<file path="config.mk">
export PLATFORM = sky130hd
export DESIGN_NAME = pafs_top
export DESIGN_NICKNAME = d
export VERILOG_FILES = /design/src/rtl/pafs_pkg.sv /design/src/rtl/pafs_sync.sv /design/src/rtl/pafs_pinmux.sv /design/src/rtl/pafs_top.sv
export VERILOG_INCLUDE_DIRS = /design/src /design/src/rtl
export SDC_FILE = /design/constraint.sdc
export NUM_CORES = 1
export LEC_CHECK = 0
export ABC_CLOCK_PERIOD_IN_PS = 1300
export BUFFER_PORTS_ARGS = -buffer_cell sky130_fd_sc_hd__buf_4
export CORE_MARGIN = 5
export CORE_UTILIZATION = 35
export DETAILED_ROUTE_END_ITERATION = 16
export PLACE_DENSITY_LB_ADDON = 0.1
export SYNTH_ARGS = -nofsm -noshare
export SYNTH_HDL_FRONTEND = slang
export SYNTH_HIERARCHICAL = 1
export SYNTH_SLANG_ARGS = --single-unit
</file>
<file path="constraint.sdc">
create_clock -name clk -period 1.3 [get_ports clk]
set_input_delay 0.065 -clock clk [delete_from_list [all_inputs] [get_ports clk]]
set_output_delay 0.065 -clock clk [all_outputs]
set_load 0.005 [all_outputs]
</file>
<file path="src/rtl/pafs_cfg.svh">
// Constants for the port A pin function select block.
// Assumes inclusion by bare name from any design file that needs them.
`ifndef PAFS_CFG_SVH
`define PAFS_CFG_SVH

// Register offsets; none are printed, so these are local choices.
`define PAFS_OFS_LOW     4'h0
`define PAFS_OFS_PINS89  4'h4
`define PAFS_OFS_HIGH    4'h8

// Field positions.
`define PAFS_LOW_PIN2_LSB 8
`define PAFS_LOW_PIN1_LSB 4
`define PAFS_LOW_PIN0_LSB 0
`define PAFS_P89_PIN9_LSB 4
`define PAFS_P89_PIN8_LSB 0

// Reset values and writable masks.
`define PAFS_RST_VALUE    16'h0000
`define PAFS_LOW_WMASK    16'h0777
`define PAFS_P89_WMASK    16'h0077

`endif

</file>
<file path="src/rtl/pafs_pkg.sv">
// Types shared by the port A pin function select design.
// Assumes nothing of its surroundings.
package pafs_pkg;

  typedef logic [2:0] pafs_mode_t;

  // Pin function selected for one pin.
  typedef enum logic [2:0] {
    PAFS_FN_PORT   = 3'h0,
    PAFS_FN_ALT1   = 3'h1,
    PAFS_FN_ALT3   = 3'h3,
    PAFS_FN_ALT6   = 3'h6,
    PAFS_FN_ALT7   = 3'h7
  } pafs_fn_e;

endpackage : pafs_pkg

</file>
<file path="src/rtl/pafs_sync.sv">
// Two-flop synchroniser for an asynchronous pin level.
// Assumes clk is the peripheral clock and sys_rst is asynchronous, active high.
`timescale 1ns/100ps
module pafs_sync #(
  parameter logic RST_VAL = 1'b1
) (
  input  wire logic clk,
  input  wire logic sys_rst,
  input  wire logic async_in,
  output logic      sync_out
);
  logic stage1_reg;

  always_ff @(posedge clk or posedge sys_rst) begin
    if (sys_rst) begin
      stage1_reg <= RST_VAL;
      sync_out   <= RST_VAL;
    end else begin
      stage1_reg <= async_in;
      sync_out   <= stage1_reg;
    end
  end
endmodule : pafs_sync

</file>
<file path="src/rtl/pafs_pinmux.sv">
// One pin's function multiplexer: mode code to peripheral or port routing.
// Assumes pin input was synchronised upstream; outputs are combinational.
`timescale 1ns/100ps
module pafs_pinmux #(
  parameter logic [2:0] CODE_A = 3'h1,
  parameter logic [2:0] CODE_B = 3'h7,
  parameter logic       A_OUT  = 1'b0,
  parameter logic       B_OUT  = 1'b0
) (
  input  wire logic [2:0] mode,
  input  wire logic       port_out,
  input  wire logic       port_oe,
  input  wire logic       a_out,
  input  wire logic       a_oe,
  input  wire logic       b_out,
  input  wire logic       pin_in,
  output logic            pin_out,
  output logic            pin_oe,
  output logic            port_in,
  output logic            a_in,
  output logic            b_in
);
  // Inputs of unselected peripheral functions sit at their idle high level; port_in always follows the pin.
  always_comb begin
    pin_out = 1'b0;
    pin_oe  = 1'b0;
    port_in = pin_in;
    a_in    = 1'b1;
    b_in    = 1'b1;
    if (mode == 3'h0) begin
      pin_out = port_out;
      pin_oe  = port_oe;
    end else if (mode == CODE_A) begin
      a_in    = pin_in;
      pin_out = a_out;
      pin_oe  = A_OUT & a_oe;
    end else if (mode == CODE_B) begin
      b_in    = pin_in;
      pin_out = b_out;
      pin_oe  = B_OUT;
    end
  end
endmodule : pafs_pinmux

</file>
<file path="src/rtl/pafs_top.sv">
// Port A pin function select: control registers and the pin routing for
// pins 0, 1, 2, 8 and 9.
// Assumes a single peripheral clock and a plain strobe register port.
//
// How it works
// Pin 2 mode: 000 port, 001 serial 0 clock, 011 interrupt request 0.
// Pin 1 mode: 000 port, 001 serial 0 transmit, 111 output-disable 1.
// Pin 0 mode: 000 port, 001 serial 0 receive, 111 output-disable 0.
// Pin 9 mode: 000 port, 001 timer clock D, 110 serial 2 tx, 111 disable 8.
// Pin 8 mode: 000 port, 001 timer clock C, 110 serial 2 receive.
// Software writes only listed codes; others are undefined.
// Reserved bits 11, 7 and 3 read zero; software writes zero.
// Small package: high register and pin 8/9 bits 15 to 7 read zero.
// Strap low forces pin 8 to test-data in, pin 9 to test-data out; pin 8's serial 2 receive is not gated by the strap.
// Fields at 10:8, 6:4, 2:0; pin 9 at 6:4, pin 8 at 2:0.
// All mode fields reset to zero, so pins start as port I/O.
`timescale 1ns/100ps
`include "pafs_cfg.svh"
module pafs_top #(
  parameter int ADDR_W = 4
) (
  input  wire logic              clk,
  input  wire logic              sys_rst,
  input  wire logic [ADDR_W-1:0] reg_addr,
  input  wire logic [15:0]       reg_wdata,
  input  wire logic              reg_wr,
  input  wire logic              reg_rd,
  output logic      [15:0]       reg_rdata,
  input  wire logic              debug_emulator_strap_n,
  input  wire logic [9:0]        pin_in,
  output logic      [9:0]        pin_out,
  output logic      [9:0]        pin_oe,
  input  wire logic [9:0]        port_out,
  input  wire logic [9:0]        port_oe,
  output logic      [9:0]        port_in,
  input  wire logic              serial0_clock_out,
  input  wire logic              serial0_clock_oe,
  output logic                   serial0_clock_in,
  input  wire logic              serial0_transmit,
  output logic                   serial0_receive,
  input  wire logic              serial2_transmit,
  output logic                   serial2_receive,
  output logic                   interrupt_request_0,
  output logic                   output_disable_request_0,
  output logic                   output_disable_request_1,
  output logic                   output_disable_request_8,
  output logic                   timer_ext_clock_c,
  output logic                   timer_ext_clock_d,
  output logic                   test_data_in,
  input  wire logic              test_data_out,
  output logic                   debug_active
);

  // ****************************************************************
  // Input synchronisers
  // ****************************************************************
  logic [4:0] pin_sync;
  logic       strap_sync_n;
  localparam int PIN_IDX [5] = '{0, 1, 2, 8, 9};

  // Only the pads this block routes are synchronised; the others never
  // reach a peripheral here, so their flops would be dead weight.
  // Every pad-to-peripheral path therefore lags the pad by two clocks.

  for (genvar g = 0; g < 5; g++) begin : g_pin_sync
    pafs_sync #(.RST_VAL(1'b1)) u_sync (
      .clk      (clk),
      .sys_rst  (sys_rst),
      .async_in (pin_in[PIN_IDX[g]]),
      .sync_out (pin_sync[g])
    );
  end

  // The strap resets high so a floating or late strap leaves debug off.
  pafs_sync #(.RST_VAL(1'b1)) u_strap_sync (
    .clk      (clk),
    .sys_rst  (sys_rst),
    .async_in (debug_emulator_strap_n),
    .sync_out (strap_sync_n)
  );

  // ****************************************************************
  // Control registers
  // ****************************************************************
  logic [15:0] ctrl_low_reg;
  logic [15:0] ctrl_pins89_reg;
  logic        dbg_reg;

  // Reserved bits are masked as they are written, so a read shows zero
  // even when software breaks the write-zero rule. The cost is a few AND
  // gates; the gain is that no stored bit ever needs a read-side mask.

  // Address compare shared by the write and read decoders.
  function automatic logic hit(input logic [ADDR_W-1:0] a, input logic [3:0] ofs);
    hit = (a == ADDR_W'(ofs));
  endfunction : hit

  always_ff @(posedge clk or posedge sys_rst) begin
    if (sys_rst) begin
      ctrl_low_reg <= `PAFS_RST_VALUE;
    end else if (reg_wr && hit(reg_addr, `PAFS_OFS_LOW)) begin
      ctrl_low_reg <= reg_wdata & `PAFS_LOW_WMASK;
    end
  end

  always_ff @(posedge clk or posedge sys_rst) begin
    if (sys_rst) begin
      ctrl_pins89_reg <= `PAFS_RST_VALUE;
    end else if (reg_wr && hit(reg_addr, `PAFS_OFS_PINS89)) begin
      ctrl_pins89_reg <= reg_wdata & `PAFS_P89_WMASK;
    end
  end

  // Read data stand only in the cycle after the strobe. The high
  // register has no storage and reads zero, as does an unmapped address.
  always_ff @(posedge clk or posedge sys_rst) begin
    if (sys_rst) begin
      reg_rdata <= 16'h0000;
    end else if (reg_rd) begin
      if (hit(reg_addr, `PAFS_OFS_LOW)) begin
        reg_rdata <= ctrl_low_reg;
      end else if (hit(reg_addr, `PAFS_OFS_PINS89)) begin
        reg_rdata <= ctrl_pins89_reg;
      end else begin
        reg_rdata <= 16'h0000;
      end
    end else begin
      reg_rdata <= 16'h0000;
    end
  end

  always_ff @(posedge clk or posedge sys_rst) begin
    if (sys_rst) begin
      dbg_reg <= 1'b0;
    end else begin
      dbg_reg <= ~strap_sync_n;
    end
  end

  // Debug mode follows the strap pin three clocks late: two synchroniser
  // flops and this register.
  assign debug_active = dbg_reg;

  // ****************************************************************
  // Mode fields
  // ****************************************************************
  pafs_pkg::pafs_mode_t pin0_mode_field;
  pafs_pkg::pafs_mode_t pin1_mode_field;
  pafs_pkg::pafs_mode_t pin2_mode_field;
  pafs_pkg::pafs_mode_t pin8_mode_field;
  pafs_pkg::pafs_mode_t pin9_mode_field;

  // The fields are plain slices; undefined codes pass through unchanged
  // and are caught by the pin multiplexers below.

  assign pin0_mode_field = ctrl_low_reg[`PAFS_LOW_PIN0_LSB +: 3];
  assign pin1_mode_field = ctrl_low_reg[`PAFS_LOW_PIN1_LSB +: 3];
  assign pin2_mode_field = ctrl_low_reg[`PAFS_LOW_PIN2_LSB +: 3];
  assign pin8_mode_field = ctrl_pins89_reg[`PAFS_P89_PIN8_LSB +: 3];
  assign pin9_mode_field = ctrl_pins89_reg[`PAFS_P89_PIN9_LSB +: 3];

  // ****************************************************************
  // Pin routing
  // ****************************************************************
  // Codes outside the listed ones leave the pin undriven and its
  // peripheral inputs idle; software must not use them.
  logic [9:0] mux_out;
  logic [9:0] mux_oe;
  logic [9:0] mux_port_in;

  pafs_pinmux #(
    .CODE_A (pafs_pkg::PAFS_FN_ALT1), .CODE_B (pafs_pkg::PAFS_FN_ALT7),
    .A_OUT  (1'b0), .B_OUT (1'b0)
  ) u_pin0 (
    .mode     (pin0_mode_field),
    .port_out (port_out[0]),
    .port_oe  (port_oe[0]),
    .a_out    (1'b0),
    .a_oe     (1'b0),
    .b_out    (1'b0),
    .pin_in   (pin_sync[0]),
    .pin_out  (mux_out[0]),
    .pin_oe   (mux_oe[0]),
    .port_in  (mux_port_in[0]),
    .a_in     (serial0_receive),
    .b_in     (output_disable_request_0)
  );

  pafs_pinmux #(
    .CODE_A (pafs_pkg::PAFS_FN_ALT1), .CODE_B (pafs_pkg::PAFS_FN_ALT7),
    .A_OUT  (1'b1), .B_OUT (1'b0)
  ) u_pin1 (
    .mode     (pin1_mode_field),
    .port_out (port_out[1]),
    .port_oe  (port_oe[1]),
    .a_out    (serial0_transmit),
    .a_oe     (1'b1),
    .b_out    (1'b0),
    .pin_in   (pin_sync[1]),
    .pin_out  (mux_out[1]),
    .pin_oe   (mux_oe[1]),
    .port_in  (mux_port_in[1]),
    .a_in     (),
    .b_in     (output_disable_request_1)
  );

  pafs_pinmux #(
    .CODE_A (pafs_pkg::PAFS_FN_ALT1), .CODE_B (pafs_pkg::PAFS_FN_ALT3),
    .A_OUT  (1'b1), .B_OUT (1'b0)
  ) u_pin2 (
    .mode     (pin2_mode_field),
    .port_out (port_out[2]),
    .port_oe  (port_oe[2]),
    .a_out    (serial0_clock_out),
    .a_oe     (serial0_clock_oe),
    .b_out    (1'b0),
    .pin_in   (pin_sync[2]),
    .pin_out  (mux_out[2]),
    .pin_oe   (mux_oe[2]),
    .port_in  (mux_port_in[2]),
    .a_in     (serial0_clock_in),
    .b_in     (interrupt_request_0)
  );

  logic p8_tclk;
  logic p9_tclk;
  logic p9_odr;

  pafs_pinmux #(
    .CODE_A (pafs_pkg::PAFS_FN_ALT1), .CODE_B (pafs_pkg::PAFS_FN_ALT6),
    .A_OUT  (1'b0), .B_OUT (1'b0)
  ) u_pin8 (
    .mode     (pin8_mode_field),
    .port_out (port_out[8]),
    .port_oe  (port_oe[8]),
    .a_out    (1'b0),
    .a_oe     (1'b0),
    .b_out    (1'b0),
    .pin_in   (pin_sync[3]),
    .pin_out  (mux_out[8]),
    .pin_oe   (mux_oe[8]),
    .port_in  (mux_port_in[8]),
    .a_in     (p8_tclk),
    .b_in     (serial2_receive)
  );

  pafs_pinmux #(
    .CODE_A (pafs_pkg::PAFS_FN_ALT1), .CODE_B (pafs_pkg::PAFS_FN_ALT6),
    .A_OUT  (1'b0), .B_OUT (1'b1)
  ) u_pin9 (
    .mode     (pin9_mode_field),
    .port_out (port_out[9]),
    .port_oe  (port_oe[9]),
    .a_out    (1'b0),
    .a_oe     (1'b0),
    .b_out    (serial2_transmit),
    .pin_in   (pin_sync[4]),
    .pin_out  (mux_out[9]),
    .pin_oe   (mux_oe[9]),
    .port_in  (mux_port_in[9]),
    .a_in     (p9_tclk),
    .b_in     ()
  );

  // Pin 9 has a fourth function, handled beside its three-way mux.
  assign p9_odr = (pin9_mode_field == pafs_pkg::PAFS_FN_ALT7) ? pin_sync[4] : 1'b1;

  // ****************************************************************
  // Debug override and pin assembly
  // ****************************************************************
  // While debugging, pins 8 and 9 drop the mux pad and port-input routing; the
  // timer and disable inputs are gated below, but serial2_receive is not.
  always_comb begin
    pin_out    = 10'h000;
    pin_oe     = 10'h000;
    port_in    = 10'h3FF;
    pin_out[0] = mux_out[0];
    pin_oe[0]  = mux_oe[0];
    port_in[0] = mux_port_in[0];
    pin_out[1] = mux_out[1];
    pin_oe[1]  = mux_oe[1];
    port_in[1] = mux_port_in[1];
    pin_out[2] = mux_out[2];
    pin_oe[2]  = mux_oe[2];
    port_in[2] = mux_port_in[2];
    if (dbg_reg) begin
      pin_oe[9]  = 1'b1;
      pin_out[9] = test_data_out;
    end else begin
      pin_out[8] = mux_out[8];
      pin_oe[8]  = mux_oe[8];
      port_in[8] = mux_port_in[8];
      pin_out[9] = mux_out[9];
      pin_oe[9]  = mux_oe[9];
      port_in[9] = mux_port_in[9];
    end
  end

  // ****************************************************************
  // Peripheral inputs of pins 8 and 9
  // ****************************************************************
  // The strap wins over every mode field except pin 8's serial 2 receive. Gating here, after the
  // multiplexers, keeps the timer and disable inputs idle even while a
  // stale mode field still selects them.
  assign test_data_in             = dbg_reg ? pin_sync[3] : 1'b1;
  assign timer_ext_clock_c        = dbg_reg ? 1'b1 : p8_tclk;
  assign timer_ext_clock_d        = dbg_reg ? 1'b1 : p9_tclk;
  assign output_disable_request_8 = dbg_reg ? 1'b1 : p9_odr;

endmodule : pafs_top

</file>
==> results of run 1 <==
metal layers:
layer,share of wire,routed length [µm],up-vias,GRT usage
li1,-,-,711,-
met5,0,0,-,0
met4,0.014,67,0,0.03885
met1,0.41,1924,719,0.1595
met3,0.078,364,7,0.04175
met2,0.50,2328,62,0.2171
cell usage in the layout, fill, tap and decap left out, types with 5 or more instances in the layout:
cell           instances
dfstp_2               12
inv_1                  8
mux2i_1                6
conb_1                30
dfrtp_2                5
buf_6                 15
mux2_4                 7
a22o_1                 6
mux2_2                 9
dlygate4sd3_1          9
dfrtp_1               20
clkbuf_8               5
buf_4                 86
per-stage QoR:
step	cells	utilization
2_1_floorplan	191	-
3_3_place_gp	316	0.4666
3_5_place_dp	316	0.4666
4_1_cts	341	0.5368
5_1_grt	343	0.5434
6_report	343	0.5434
path summary, 6_finish.rpt:
kind,from,end,slack [ps],cells after the start
max,g_pin_sync[3].u_sync/sync_out,timer_ext_clock_c,-290,3
min,reg_wdata[9],ctrl_low_reg[9],10,2
max reg2reg,ctrl_low_reg[9],ctrl_low_reg[9],250,3
min reg2reg,g_pin_sync[1].u_sync/stage1_reg,g_pin_sync[1].u_sync/sync_out,360,0
max in group asynchronous,sys_rst,ctrl_low_reg[2],390,4
min in group asynchronous,sys_rst,ctrl_low_reg[8],330,3
critical path, delay by kind of cell, from the launching register on:
| family | cells | cell delay [ps] |
|---|---|---|
| buf+inv | 1 | 120 |
| flops | 1 | 380 |
| simple gates | 2 | 750 |
power by group:
group          leakage (nW)  internal, mW  switching (mW)
clock                0.0681         0.762           0.406
combinational         0.957         0.682           0.384
sequential            0.441          1.31           0.152
total                  1.47          2.75           0.942
timing repair:
action	in CTS	in global routing
gates resized for setup	31	6
pin swaps	8	4
hold buffers	8	1
setup buffers	9	2
endpoints found under the hold margin	25	1
setup endpoints to repair	16	17
layout make-up:
| class | instances | area (µm²) |
|---|---|---|
| clock inverters | 3 | 65.06 |
| clock buffers | 5 | 68.82 |
| fillers | 507 | 2499 |
| repair buffers | 110 | 904.6 |
| multi-input cells | 107 | 864.6 |
| well taps | 72 | 90.09 |
| inverters | 9 | 33.78 |
| flip-flops and latches | 37 | 947.2 |
==> flow_summary.toml, run 1 <==
[route]
antenna_left = 0
viasPerCell = 4.370
firstDrtPassIters = 4
first_iter_violations = 53
drt-total-wl_um = 4684
drc_errors = 0
wire_per_inst_um = 13.66
vias = 1499

[timing]
holdWs_ps = 13.39
clock_skew_ps = 3.847
rsz0062_at_grt = "true"
period_minus_slack_ps = 1590
finalHoldViolCount = 0
max_freq_mhz = 628.9
finalCritPeriodShare = 1.223
setup_slack_ps = -290.2
fin_setup_tns_ps = -1728
slew_viol_final = 0
setup_viol = 11

[floorplan]
io_pins = 117
row_count = 27
die_w_um = 84.85
die_h_um = 84.85
die-area_mm2 = 0.007199
core_area_mm2 = 0.005473
initial_utilization = 0.3583

[place]
pre_cts_slack_ps = -139.1
placement.io_buffers = 72
finalWeightedCongestion = 0.6971
hpwl_um = 3493
dpl_cell_area_mm2 = 0.002554

[global_routing]
grt_pass1_wl_um = 7452
grt.overflow.total = 0
grt_max_degree = 20
grt_pass1_vias = 1533
track_usage = 0.1296
antenna_found_initial = 0

[yosys]
synth_area_per_cell_um2 = 12.03
synthCells = 163
synth_warnings = 6
synth_area_mm2 = 0.001961

[power]
power.total_mw = 3.693
power_per_cell_area_mw_per_mm2 = 1242
leakage_nw = 1.467
peakVddDrop_v = 0.0007935

[critical_path]
critical_path_class = "reg -> out"
critPathArrivalTime_ps = 1530
crit_path_end_kind = "output pin"
critPathLaunchType = "flop"
path_max_fanout = 2
cp_slowest_cell = "or4b_1"
crit_chain = "or4b_1 > or2_4 > buf_6"
worstPathRequired_ps = 1240
max_stage_delay_ps = 510

[layout]
area_growth_pct = 51.69
drive_above_1_share = 0.6015
finalInstanceArea_mm2 = 0.002974
antenna_cells = 0
nets = 330

[outcome]
outcome = "complete, but fails checks"
violations = "negative setup slack"

[hold_path]
hp-class = "in -> reg"

[clock_network]
cts_buffer_depth = 2
tritoncts = "built"
clkSlewWorstSetupHoldPaths_ps = 70
clock_sinks = 37
root_buffer = "clkbuf_8"
cts_max_level = 2
clk_latency_ps = 280
cts_buffers = 5

[job]
maxCapViolCount = 0
Power figures use the tool's default switching activity.
==> run 2: changes to the inputs <==
--- a/config.mk
+++ b/config.mk
@@ -10,8 +10,9 @@
 export BUFFER_PORTS_ARGS = -buffer_cell sky130_fd_sc_hd__buf_4
 export CORE_MARGIN = 5
 export CORE_UTILIZATION = 35
+export CTS_BUF_LIST = sky130_fd_sc_hd__clkbuf_8
 export DETAILED_ROUTE_END_ITERATION = 16
-export PLACE_DENSITY_LB_ADDON = 0.1
+export PLACE_DENSITY = 0.69
 export SYNTH_ARGS = -nofsm -noshare
 export SYNTH_HDL_FRONTEND = slang
 export SYNTH_HIERARCHICAL = 1
==> flow_summary.toml, run 2 (synthesis results as in run 1) <==
[place]
finalWeightedCongestion = 0.8201
pre_cts_slack_ps = -138.4
dpl_cell_area_mm2 = 0.002539
hpwl_um = 3576
dp_cells = 314
placement.io_buffers = 72

[timing]
finalHoldViolCount = 0
setup_slack_ps = -319.6
rsz0062_at_grt = "true"
holdWs_ps = 11.13
setup_viol = 11
slew_viol_final = 0
max_freq_mhz = 617.5
period_minus_slack_ps = 1620
fin_setup_tns_ps = -1743
finalCritPeriodShare = 1.246
clock_skew_ps = 3.120

[clock_network]
clock_sinks = 37
clk_latency_ps = 290
root_buffer = "clkbuf_8"
cts_buffer_depth = 2
clkSlewWorstSetupHoldPaths_ps = 80
tritoncts = "built"
cts_max_level = 2
cts_buffers = 5

[power]
power.total_mw = 3.378
pwr-share-seq = 0.436
power.switching_mw = 0.9764
clkPwrFrac = 0.228
combinationalPowerShare = 0.336
leakage_nw = 1.469
power_per_cell_area_mw_per_mm2 = 1138
power.internal_mw = 2.402
p_sw_frac = 0.2890
peakVddDrop_v = 0.0006895

[critical_path]
worstPathRequired_ps = 1240
cpLargestDelayFamily = "simple AND/OR/NAND/NOR gates"
crit_path_end_kind = "output pin"
critPathLaunchType = "flop"
path_max_fanout = 2
path_buf_inv = 1
cp_slowest_cell = "or4b_1"
crit_chain = "or4b_1 > or2_4 > buf_6"
critical_path_class = "reg -> out"
max_stage_delay_ps = 510
critPathArrivalTime_ps = 1550

[global_routing]
antenna_found_initial = 0
grt_pass1_wl_um = 7541
grt.overflow.total = 0
grt_pass1_vias = 1573
track_usage = 0.1326
grt_max_degree = 25

[floorplan]
die_w_um = 84.85
core_area_mm2 = 0.005473
die-area_mm2 = 0.007199
die_h_um = 84.85
initial_utilization = 0.3583
row_count = 27
io_pins = 117

[outcome]
violations = "negative setup slack"
outcome = "complete, but fails checks"

[layout]
antenna_cells = 0
final_common_cell = "buf_4"
area_growth_pct = 51.44
drive_above_1_share = 0.6204
finish.utilization = 0.5425
layout_common_cells = "91 x buf_4, 30 x conb_1, 19 x dfrtp_1"
fin_cells = 346
finalInstanceArea_mm2 = 0.002969
nets = 333

[route]
drt-total-wl_um = 4854
vias = 1500
first_iter_violations = 20
viasPerCell = 4.335
firstDrtPassIters = 3
wire_per_inst_um = 14.03
antenna_left = 0
drc_errors = 0

[job]
maxCapViolCount = 0

[hold_path]
hp-class = "in -> reg"
run 2: cell count changes in the layout (fill, tap and decap cells not counted), sizes merged:
cell    delta
inv        +1
clkinv     +1
buf        +2
bufinv     -2
clkbuf     +1
run 2: repair_timing:
action,4_1_cts,5_1_grt
endpoints found under the setup margin,14,20
setup buffers,11,5
endpoints found under the hold margin,45,0
pin swaps,7,3
hold buffers,9,0
gates resized for setup,21,18
run 2: layout make-up:
type | count | area (µm²)
Fill cell | 497 | 2504
Sequential cell | 37 | 948.4
Timing Repair Buffer | 113 | 913.4
Multi-Input combinational cell | 107 | 900.9
Tap cell | 72 | 90.09
Clock buffer | 5 | 68.82
Inverter | 9 | 33.78
Clock inverter | 3 | 13.76
run 2: worst reg2reg max path, stage by stage, from the launching register on:
cell,delay (ps)
dfrtp_2,430
buf_6,130
buf_4,120
buf_4,140
mux2_2,250
run 2: routing by layer:
layer,global-route usage,share of wire,wire length (µm)
met1,0.1509,0.40,1933
met2,0.2342,0.50,2424
met3,0.04660,0.089,432
met4,0.03885,0.013,63
met5,0,0,0
run 2: path summary, 6_finish.rpt:
path	start	end	slack, ps	depth (start not counted)
max reg2reg	ctrl_low_reg[8]	ctrl_low_reg[8]	120	4
max	ctrl_pins89_reg[5]	timer_ext_clock_d	-320	3
max in group asynchronous	sys_rst	ctrl_low_reg[8]	570	4
min in group asynchronous	sys_rst	debug_active	220	3
min	reg_wdata[9]	ctrl_low_reg[9]	10	2
min reg2reg	g_pin_sync[2].u_sync/stage1_reg	g_pin_sync[2].u_sync/sync_out	360	0
run 2: power by group through the flow:
stage                     logic [mW]  registers (mW)  clock network [mW]
after global placement         0.788            1.47                   0
after floorplan                0.476            1.47                   0
after global routing            1.23            1.50               0.838
after detailed placement       0.810            1.48                   0
after CTS                       1.03            1.46               0.793
final                           1.13            1.47               0.771
